[config.mk]
export PLATFORM = sky130hd
export DESIGN_NAME = bsx_exec
export DESIGN_NICKNAME = d
export VERILOG_FILES = /design/src/hdl/bsx_pkg.sv /design/src/hdl/bsx_exec.sv /design/src/hdl/bsx_flags.sv /design/src/hdl/bsx_shift.sv
export SDC_FILE = /design/constraint.sdc
export NUM_CORES = 1
export LEC_CHECK = 0
export ABC_CLOCK_PERIOD_IN_PS = 8000
export BUFFER_PORTS_ARGS = -buffer_cell sky130_fd_sc_hd__buf_2
export CAP_MARGIN = 20
export CORE_MARGIN = 2
export CORE_UTILIZATION = 40
export CTS_BUF_LIST = sky130_fd_sc_hd__clkbuf_16
export CTS_CLUSTER_SIZE = 12
export DETAILED_ROUTE_END_ITERATION = 12
export PLACE_DENSITY_LB_ADDON = 0.25
export SLEW_MARGIN = 25
export SYNTH_ARGS = -nofsm -noshare
export SYNTH_HDL_FRONTEND = slang
export SYNTH_HIERARCHICAL = 1
export SYNTH_SLANG_ARGS = --single-unit
[constraint.sdc]
create_clock -name pclk -period 8 [get_ports pclk]
set_input_delay 1.2 -clock pclk [delete_from_list [all_inputs] [get_ports pclk]]
set_output_delay 1.2 -clock pclk [all_outputs]
set_load 0.03 [all_outputs]
[src/hdl/bsx_pkg.sv]
package bsx_pkg;

   // status flag positions
   localparam int unsigned FLAG_C = 0;
   localparam int unsigned FLAG_Z = 1;
   localparam int unsigned FLAG_N = 2;
   localparam int unsigned FLAG_V = 3;
   localparam int unsigned FLAG_S = 4;
   localparam int unsigned FLAG_H = 5;
   localparam int unsigned FLAG_T = 6;
   localparam int unsigned FLAG_I = 7;

   // register byte offsets
   localparam logic [11:0] OFS_CMD    = 12'h000;
   localparam logic [11:0] OFS_OPND   = 12'h004;
   localparam logic [11:0] OFS_FLAGS  = 12'h008;
   localparam logic [11:0] OFS_RESULT = 12'h00C;
   localparam logic [11:0] OFS_STATUS = 12'h010;
   localparam logic [11:0] OFS_SPTR   = 12'h014;
   localparam logic [11:0] OFS_IOREG  = 12'h018;
   localparam logic [11:0] OFS_EVENTS = 12'h01C;

   // reset values
   localparam logic [7:0] RST_FLAGS  = 8'h00;
   localparam logic [7:0] RST_SPTR   = 8'hFF;
   localparam logic [7:0] RST_BYTE   = 8'h00;

   // cycle counts
   localparam logic [1:0] CYC_ONE = 2'h1;
   localparam logic [1:0] CYC_TWO = 2'h2;

   typedef enum logic [4:0] {
      OP_IDLE       = 5'h00,
      OP_PUSH       = 5'h01,
      OP_POP        = 5'h02,
      OP_IO_SET     = 5'h03,
      OP_IO_CLR     = 5'h04,
      OP_SHIFT_LEFT  = 5'h05,
      OP_SHIFT_RIGHT = 5'h06,
      OP_ROT_LEFT    = 5'h07,
      OP_ROT_RIGHT   = 5'h08,
      OP_ARITH_RIGHT = 5'h09,
      OP_SWAP       = 5'h0A,
      OP_FSET       = 5'h0B,
      OP_FCLR       = 5'h0C,
      OP_BIT_TO_T   = 5'h0D,
      OP_T_TO_BIT   = 5'h0E,
      OP_SLEEP      = 5'h0F,
      OP_WDOG       = 5'h10,
      OP_BREAK      = 5'h11
   } bsx_op_type;

   typedef enum logic [1:0] {
      ST_IDLE  = 2'b00,
      ST_EXEC  = 2'b01,
      ST_TWO   = 2'b10
   } bsx_state_type;

endpackage

[src/hdl/bsx_exec.sv]
// Local design decisions: the placing of the registers and the APB interface to the registers.
`timescale 1ns/1ps
// Behaviour
// [RL1] push writes source to stack, two cycles
// [RL2] pop loads destination from stack, two cycles
// [RL3] io bit set, others kept, two cycles
// [RL4] io bit clear, others kept, two cycles
// [RL5] left shift, zero fill, flags updated
// [RL6] right shift, zero fill, flags updated
// [RL7] rotate left through carry, flags updated
// [RL8] rotate right through carry, flags updated
// [RL9] nibble swap, flags unchanged, one cycle
// [RL10] register bit copied into T only
// [RL11] T copied into register bit
// [RL12] set/clear C, N, Z, S singly
// [RL13] set/clear V and T singly
// [RL14] clear half carry only
// [RL15] sleep one cycle, pulses sleep request
// [RL16] watchdog restart one cycle, pulses restart
// [RL17] break only signals debug, no flags
// [RL18] arithmetic right shift keeps bit 7
// [RL19] generic set/clear by three-bit index
// [RL20] interrupt enable/disable sets/clears I
// [RL21] idle cycle changes nothing
module bsx_exec
   import bsx_pkg::*;
#(
   parameter int STACK_DEPTH = 16
) (
   input  wire logic        pclk,
   input  wire logic        presetn,
   input  wire logic        psel,
   input  wire logic        penable,
   input  wire logic        pwrite,
   input  wire logic [11:0] paddr,
   input  wire logic [31:0] pwdata,
   output logic      [31:0] prdata,
   output logic             pready,
   output logic             pslverr,
   output logic             sleep_req,
   output logic             wdog_restart,
   output logic             debug_break
);
   localparam int SPW = $clog2(STACK_DEPTH);

   typedef struct packed {
      bsx_state_type state;
      bsx_op_type    op;
      logic [1:0]    cnt;
      logic [2:0]    bit_sel;
      logic [7:0]    operand;
      logic [7:0]    flags;
      logic [7:0]    result;
      logic [7:0]    ioreg;
      logic [SPW-1:0] sp;
      logic [31:0]   rdata;
      logic          ready;
      logic          err;
      logic          sleep;
      logic          wdog;
      logic          brk;
   } bsx_regs_type;

   bsx_regs_type r_q;
   bsx_regs_type r_d;
   logic [7:0] stack_q [STACK_DEPTH];
   logic       stack_we;
   logic [7:0] shift_res;
   logic [7:0] shift_flags;
   logic [7:0] flag_flags;
   logic       wr_acc;
   logic       rd_acc;

   function automatic logic known_addr(input logic [11:0] a);
      return a inside {OFS_CMD, OFS_OPND, OFS_FLAGS, OFS_RESULT,
                       OFS_STATUS, OFS_SPTR, OFS_IOREG, OFS_EVENTS};
   endfunction

   bsx_shift u_shift (
      .op        (r_q.op),
      .value     (r_q.operand),
      .bit_sel   (r_q.bit_sel),
      .flags_in  (r_q.flags),
      .result    (shift_res),
      .flags_out (shift_flags)
   );

   bsx_flags u_flags (
      .op        (r_q.op),
      .bit_sel   (r_q.bit_sel),
      .flags_in  (r_q.flags),
      .flags_out (flag_flags)
   );

   assign wr_acc   = psel && penable && !r_q.ready && pwrite;
   assign rd_acc   = psel && penable && !r_q.ready && !pwrite;
   assign stack_we = (r_q.state == ST_TWO) && (r_q.op == OP_PUSH) && (r_q.cnt == CYC_ONE);

   always_comb begin
      r_d       = r_q;
      r_d.ready = 1'b0;
      r_d.err   = 1'b0;
      r_d.sleep = 1'b0;
      r_d.wdog  = 1'b0;
      r_d.brk   = 1'b0;

      // apb slave, one wait state
      if (psel && penable && !r_q.ready) begin
         r_d.ready = 1'b1;
         r_d.err   = !known_addr(paddr) || (wr_acc && r_q.state != ST_IDLE
                     && paddr == OFS_CMD);
         r_d.rdata = 32'h0000_0000;
         case (paddr)
            OFS_CMD:    r_d.rdata = {13'h0, r_q.bit_sel, 3'h0, 5'(r_q.op), 6'h0, 2'(r_q.state)};
            OFS_OPND:   r_d.rdata = {24'h0, r_q.operand};
            OFS_FLAGS:  r_d.rdata = {24'h0, r_q.flags};
            OFS_RESULT: r_d.rdata = {24'h0, r_q.result};
            OFS_STATUS: r_d.rdata = {30'h0, r_q.state != ST_IDLE, r_q.state == ST_IDLE};
            OFS_SPTR:   r_d.rdata = {{(32-SPW){1'b0}}, r_q.sp};
            OFS_IOREG:  r_d.rdata = {24'h0, r_q.ioreg};
            default:    r_d.rdata = 32'h0000_0000;
         endcase
      end

      if (wr_acc && r_q.state == ST_IDLE) begin
         case (paddr)
            OFS_OPND:  r_d.operand = pwdata[7:0];
            OFS_FLAGS: r_d.flags   = pwdata[7:0];
            OFS_IOREG: r_d.ioreg   = pwdata[7:0];
            OFS_CMD: begin
               r_d.op      = bsx_op_type'(pwdata[12:8]);
               r_d.bit_sel = pwdata[18:16];
               r_d.state   = ST_EXEC;
               r_d.cnt     = CYC_ONE;
            end
            default: r_d.operand = r_q.operand;
         endcase
      end

      case (r_q.state)
         ST_IDLE: r_d.cnt = r_q.cnt;
         ST_EXEC: begin
            r_d.state = ST_IDLE;
            case (r_q.op)
               OP_PUSH, OP_POP, OP_IO_SET, OP_IO_CLR: begin
                  r_d.state = ST_TWO;                              // [RL1] [RL2] [RL3] [RL4]
                  r_d.cnt   = CYC_ONE;
               end
               OP_SHIFT_LEFT, OP_SHIFT_RIGHT, OP_ROT_LEFT, OP_ROT_RIGHT, OP_ARITH_RIGHT,
               OP_SWAP, OP_BIT_TO_T, OP_T_TO_BIT: begin
                  r_d.result = shift_res;                          // [RL5] [RL6] [RL7] [RL8]
                  r_d.flags  = shift_flags;                        // [RL9] [RL10] [RL11] [RL18]
               end
               OP_FSET, OP_FCLR: r_d.flags = flag_flags;           // [RL12] [RL13] [RL14] [RL19] [RL20]
               OP_SLEEP: r_d.sleep = 1'b1;                         // [RL15]
               OP_WDOG:  r_d.wdog  = 1'b1;                         // [RL16]
               OP_BREAK: r_d.brk   = 1'b1;                         // [RL17]
               default:  r_d.flags = r_q.flags;                    // [RL21]
            endcase
         end
         ST_TWO: begin
            r_d.state = ST_IDLE;
            case (r_q.op)
               OP_PUSH: r_d.sp = r_q.sp - SPW'(1);                 // [RL1]
               OP_POP: begin
                  r_d.sp     = r_q.sp + SPW'(1);
                  r_d.result = stack_q[SPW'(r_q.sp + SPW'(1))];    // [RL2]
               end
               OP_IO_SET: r_d.ioreg[r_q.bit_sel] = 1'b1;           // [RL3]
               OP_IO_CLR: r_d.ioreg[r_q.bit_sel] = 1'b0;           // [RL4]
               default: r_d.sp = r_q.sp;
            endcase
         end
         default: r_d.state = ST_IDLE;
      endcase
   end

   always_ff @(posedge pclk or negedge presetn) begin
      if (!presetn) begin
         r_q         <= '0;
         r_q.state   <= ST_IDLE;
         r_q.op      <= OP_IDLE;
         r_q.flags   <= RST_FLAGS;
         r_q.operand <= RST_BYTE;
         r_q.result  <= RST_BYTE;
         r_q.ioreg   <= RST_BYTE;
         r_q.sp      <= SPW'(RST_SPTR);
      end else begin
         r_q <= r_d;
      end
   end

   always_ff @(posedge pclk) begin
      if (stack_we) begin
         stack_q[r_q.sp] <= r_q.operand;                           // [RL1]
      end
   end

   assign prdata       = r_q.rdata;
   assign pready       = r_q.ready;
   assign pslverr      = r_q.err;
   assign sleep_req    = r_q.sleep;
   assign wdog_restart = r_q.wdog;
   assign debug_break  = r_q.brk;
endmodule // bsx_exec

[src/hdl/bsx_flags.sv]
`timescale 1ns/1ps
module bsx_flags
   import bsx_pkg::*;
(
   input  wire bsx_op_type op,
   input  wire logic [2:0] bit_sel,
   input  wire logic [7:0] flags_in,
   output logic      [7:0] flags_out
);
   // named flag ops (set carry, clear half carry, irq enable...) are issued
   // as the generic form with the flag index in bit_sel
   always_comb begin
      flags_out = flags_in;
      case (op)
         OP_FSET: flags_out[bit_sel] = 1'b1;  // [RL12] [RL13] [RL19] [RL20]
         OP_FCLR: flags_out[bit_sel] = 1'b0;  // [RL12] [RL13] [RL14] [RL19] [RL20]
         default: flags_out = flags_in;
      endcase
   end
endmodule // bsx_flags

[src/hdl/bsx_shift.sv]
`timescale 1ns/1ps
module bsx_shift
   import bsx_pkg::*;
(
   input  wire bsx_op_type op,
   input  wire logic [7:0] value,
   input  wire logic [2:0] bit_sel,
   input  wire logic [7:0] flags_in,
   output logic      [7:0] result,
   output logic      [7:0] flags_out
);
   logic c_new;
   logic n_new;
   logic v_new;

   always_comb begin
      result    = value;
      flags_out = flags_in;
      c_new     = flags_in[FLAG_C];
      case (op)
         OP_SHIFT_LEFT: begin
            result = {value[6:0], 1'b0};                   // [RL5]
            c_new  = value[7];
         end
         OP_SHIFT_RIGHT: begin
            result = {1'b0, value[7:1]};                   // [RL6]
            c_new  = value[0];
         end
         OP_ROT_LEFT: begin
            result = {value[6:0], flags_in[FLAG_C]};       // [RL7]
            c_new  = value[7];
         end
         OP_ROT_RIGHT: begin
            result = {flags_in[FLAG_C], value[7:1]};       // [RL8]
            c_new  = value[0];
         end
         OP_ARITH_RIGHT: begin
            result = {value[7], value[7:1]};               // [RL18]
            c_new  = value[0];
         end
         OP_SWAP: result = {value[3:0], value[7:4]};       // [RL9]
         OP_BIT_TO_T: flags_out[FLAG_T] = value[bit_sel];  // [RL10]
         OP_T_TO_BIT: result[bit_sel] = flags_in[FLAG_T];  // [RL11]
         default: result = value;
      endcase
      n_new = result[7];
      v_new = n_new ^ c_new;
      if (op inside {OP_SHIFT_LEFT, OP_SHIFT_RIGHT, OP_ROT_LEFT, OP_ROT_RIGHT,
                     OP_ARITH_RIGHT}) begin
         flags_out[FLAG_C] = c_new;
         flags_out[FLAG_Z] = (result == 8'h00);
         flags_out[FLAG_N] = n_new;
         flags_out[FLAG_V] = v_new;
         flags_out[FLAG_S] = n_new ^ v_new;
      end
   end
endmodule // bsx_shift

==> summary.txt <==
Place
  – DP Area: between 10,000 and 15,000 um2
  – IO buf count: between 50 and 60
  – Dpl hpwl: around 15,000 um
  – Placer Congestion: approximately 0.8
  – Dpl ws: 4.34 ns
  – Placed Cells: ~1,100

Synthesis
  – Post-synthesis mux area share: between 10% and 20%
  – Synth top area cells: edfxtp_1 (38%), dfrtp_1 (16%), mux4_2 (7.4%)
  – EDFF count, synth: between 100 and 150
  – Mapped Area: 10,000 um2
  – Largest family of logic cells by synthesized area: multiplexers
  – Post-Synth XOR/XNOR Area: less than 1%
  – Synth Area in Compound Gates: a little under an eighth
  – Seq/Total Area, Yosys: between 50% and 60%
  – Top cell type's share of synthesized area: between 30% and 40%
  – Synth Flop Type: edfxtp_1
  – Simple-gate area share of the yosys netlist: between 10% and 20%
  – Adder-Cell Fraction of Synth Area: 0.873%
  – Leading area contributor after synthesis: edfxtp_1
  – Mapped Cells: about 770
  – Asr flop ratio synth: about a third
  – Synth warnings: 6
  – Distinct cells, synth: around 80
  – Seq cells post-synth: around 200
  – Average size of a mapped cell: about 13 um2

Critical path
  – WS Path Type: reg2reg
  – Critical Path End Type: register
  – Worst EP required: 8.29 ns
  – Crit-path max FO: between 40 and 50
  – WP data arrival: roughly 3.9 ns
  – CP Launch Type: register

Floorplan
  – Rows: 57
  – DIE AREA: ~26,000 um2
  – Die W: between 150 and 200 um
  – Initial core utilization: ~40%
  – Die Ht: approximately 160 um
  – IO Count: 86
  – Placeable Area: 24,500 um2

Clock tree
  – Clock latency at the later pin of the worst-skew pair: approximately 0.44 ns
  – Clock sink total: between 150 and 200
  – CTS tree: done
  – CTS clk-pin slew, worst paths: around 0.080 ns
  – Root Buffer: clkbuf_16
  – Maximum root-to-sink buffer count: 2
  – Cts hold-fix bufs: 0
  – Htree depth: 4
  – # resized after CTS: 0
  – CTS Buf Count: 17
  – Postcts setup bufs: 0

Layout
  – Most frequent cells in the layout: edfxtp_1 (128), dfrtp_1 (65), buf_2 (53), nor2_1 (44), nand2_1 (41)
  – ANT cells: 0
  – Commonest non-fill, non-tap cell in the layout: edfxtp_1
  – Area Overhead vs Synth: 9.69%
  – Layout fillers: 2,199
  – Fin nets: 849
  – Layout Cell Area excl Fill: 11,000 um2
  – Fin cells: around 1,100
  – Fraction of layout cells with a size suffix above 1: between 20% and 30%

Routing
  – DRC Markers: 0
  – DR WL/cell: around 21 um
  – WL final: roughly 24,000 um
  – Drt via density: between 5 and 6
  – 1st-iter DRT viols: 521
  – DR pass1 iterations: 5
  – DRT antenna net count: 0
  – Vias: between 6,000 and 7,000

Power and ir drop
  – Power Density: roughly 180 nW/um2
  – Leak: ~0.0036 uW
  – Total Power: between 2000 and 2500 uW
  – Peak VDD IR: around 140 uV

STA
  – Final Cycle Share: 45.1%
  – Final Slew Violations: 0
  – Clock skew: ~0.019 ns
  – Slew @ Worst Pin: 0.999 ns
  – TNS Setup: 0 ns
  – Final worst path period need: about 3.6 ns
  – Setup ws final: roughly 4.4 ns
  – Rel. slew slack: about a third
  – Count of final setup violators: 0
  – Hold Vio Cnt, Final: 0
  – RSZ-0062 raised after global routing: no
  – F_max: ~280 MHz

Status
  – Status: complete, no violations

Global routing
  – Global-route wire length before repair: 37,000 um
  – Vias in the first global route: 6,299
  – All-layer global routing usage: 18.4%
  – Global route total overflow: 0
  – Initial antenna violation count: 0
  – Largest net degree at the start of global routing: 70

Flow run
  – # Max-Cap Violations: 0

Worst hold path
  – Min-delay worst type: reg2reg
## sequential cells by signal, summed over array words and instances (netlist names)
signal        count
stack_q         128
r_q              48
prdata           16
debug_break       1
pready            1
pslverr           1
sleep_req         1
wdog_restart      1
## metal layers
metal / vias to the layer above / part of all wire (%) / global-route usage, %
met5: - / 0 / 0
met4: 0 / 1.1 / 5.07
met3: 21 / 5.8 / 3.49
met2: 213 / 47 / 28.8
met1: 3265 / 46 / 26.4
li1: 3017 / - / -
## worst max-delay path: stages (launching register included)
cell      delay [ns]
dfstp_2         0.52
buf_4           0.56
inv_1           0.16
ha_2            0.96
mux4_2          0.44
nor3b_1         0.17
a221oi_1        0.44
a31oi_1         0.16
## power by group
group	total [uW]	switching, uW	internal [uW]
registers	1080	2.22	1080
logic	50.7	36.8	13.9
clock network	871	441	430
## cell type report
cell class	instances	area, um2	share of cell area [%]
clock buffer	17	425	3.87
clock inverter	15	191	1.74
inverter	19	71.3	0.648
multi-input combinational	491	3970	36.0
sequential	197	5580	50.7
tap	324	405	3.68
timing repair buffer	67	370	3.37
## worst paths after layout
| check | from | endpoint | slack, ns | depth (start not counted) |
|---|---|---|---|---|
| setup / recovery | r_q[37] | r_q[54] | 4.39 | 7 |
| hold / removal | r_q[76] | r_q[76] | 0.48 | 1 |
| setup reg to reg | r_q[37] | r_q[54] | 4.39 | 7 |
| hold reg to reg | r_q[76] | r_q[76] | 0.48 | 1 |
| max in group asynchronous | presetn | r_q[57] | 6.44 | 2 |
| min in group asynchronous | presetn | prdata[9] | 0.94 | 2 |
## Yosys cell counts, drive strengths merged (4+ instances only)
cell    count
a21oi      18
a221o      14
a221oi      9
a22o       24
a22oi       4
a31oi      18
buf        59
clkbuf     23
dfrtp      65
dfstp       4
edfxtp    128
ha          7
inv        19
mux2       25
mux2i      27
mux4       33
nand2      41
nand2b     16
nand3      13
nand3b      7
nand4      15
nand4b      8
nor2       47
nor2b       9
nor3       18
nor3b      10
nor4        6
o21ai      29
o22ai       9
o31ai       9
or4         4
xor2        4
## per-stage QoR
stage,hold WS (ns),util (%)
final,0.480,45.0
after global routing,0.520,45.0
after global placement,0.461,42.5
after CTS,0.486,45.0
after floorplan,0.440,-
after detailed placement,0.457,42.5
## kinds of logic (layout without fill, tap and decap cells)
| family | after synthesis | in the layout |
|---|---|---|
| AND/OR/NAND/NOR | 219 | 219 |
| flip-flops | 197 | 197 |
| AO/OA/AOI/OAI | 159 | 159 |
| buffers and inverters | 101 | 118 |
| multiplexers | 85 | 85 |
| adder cells (fa/ha/maj) | 7 | 7 |
| XOR/XNOR | 5 | 5 |
| other | 1 | 16 |
(Power assumes the default switching activity.)
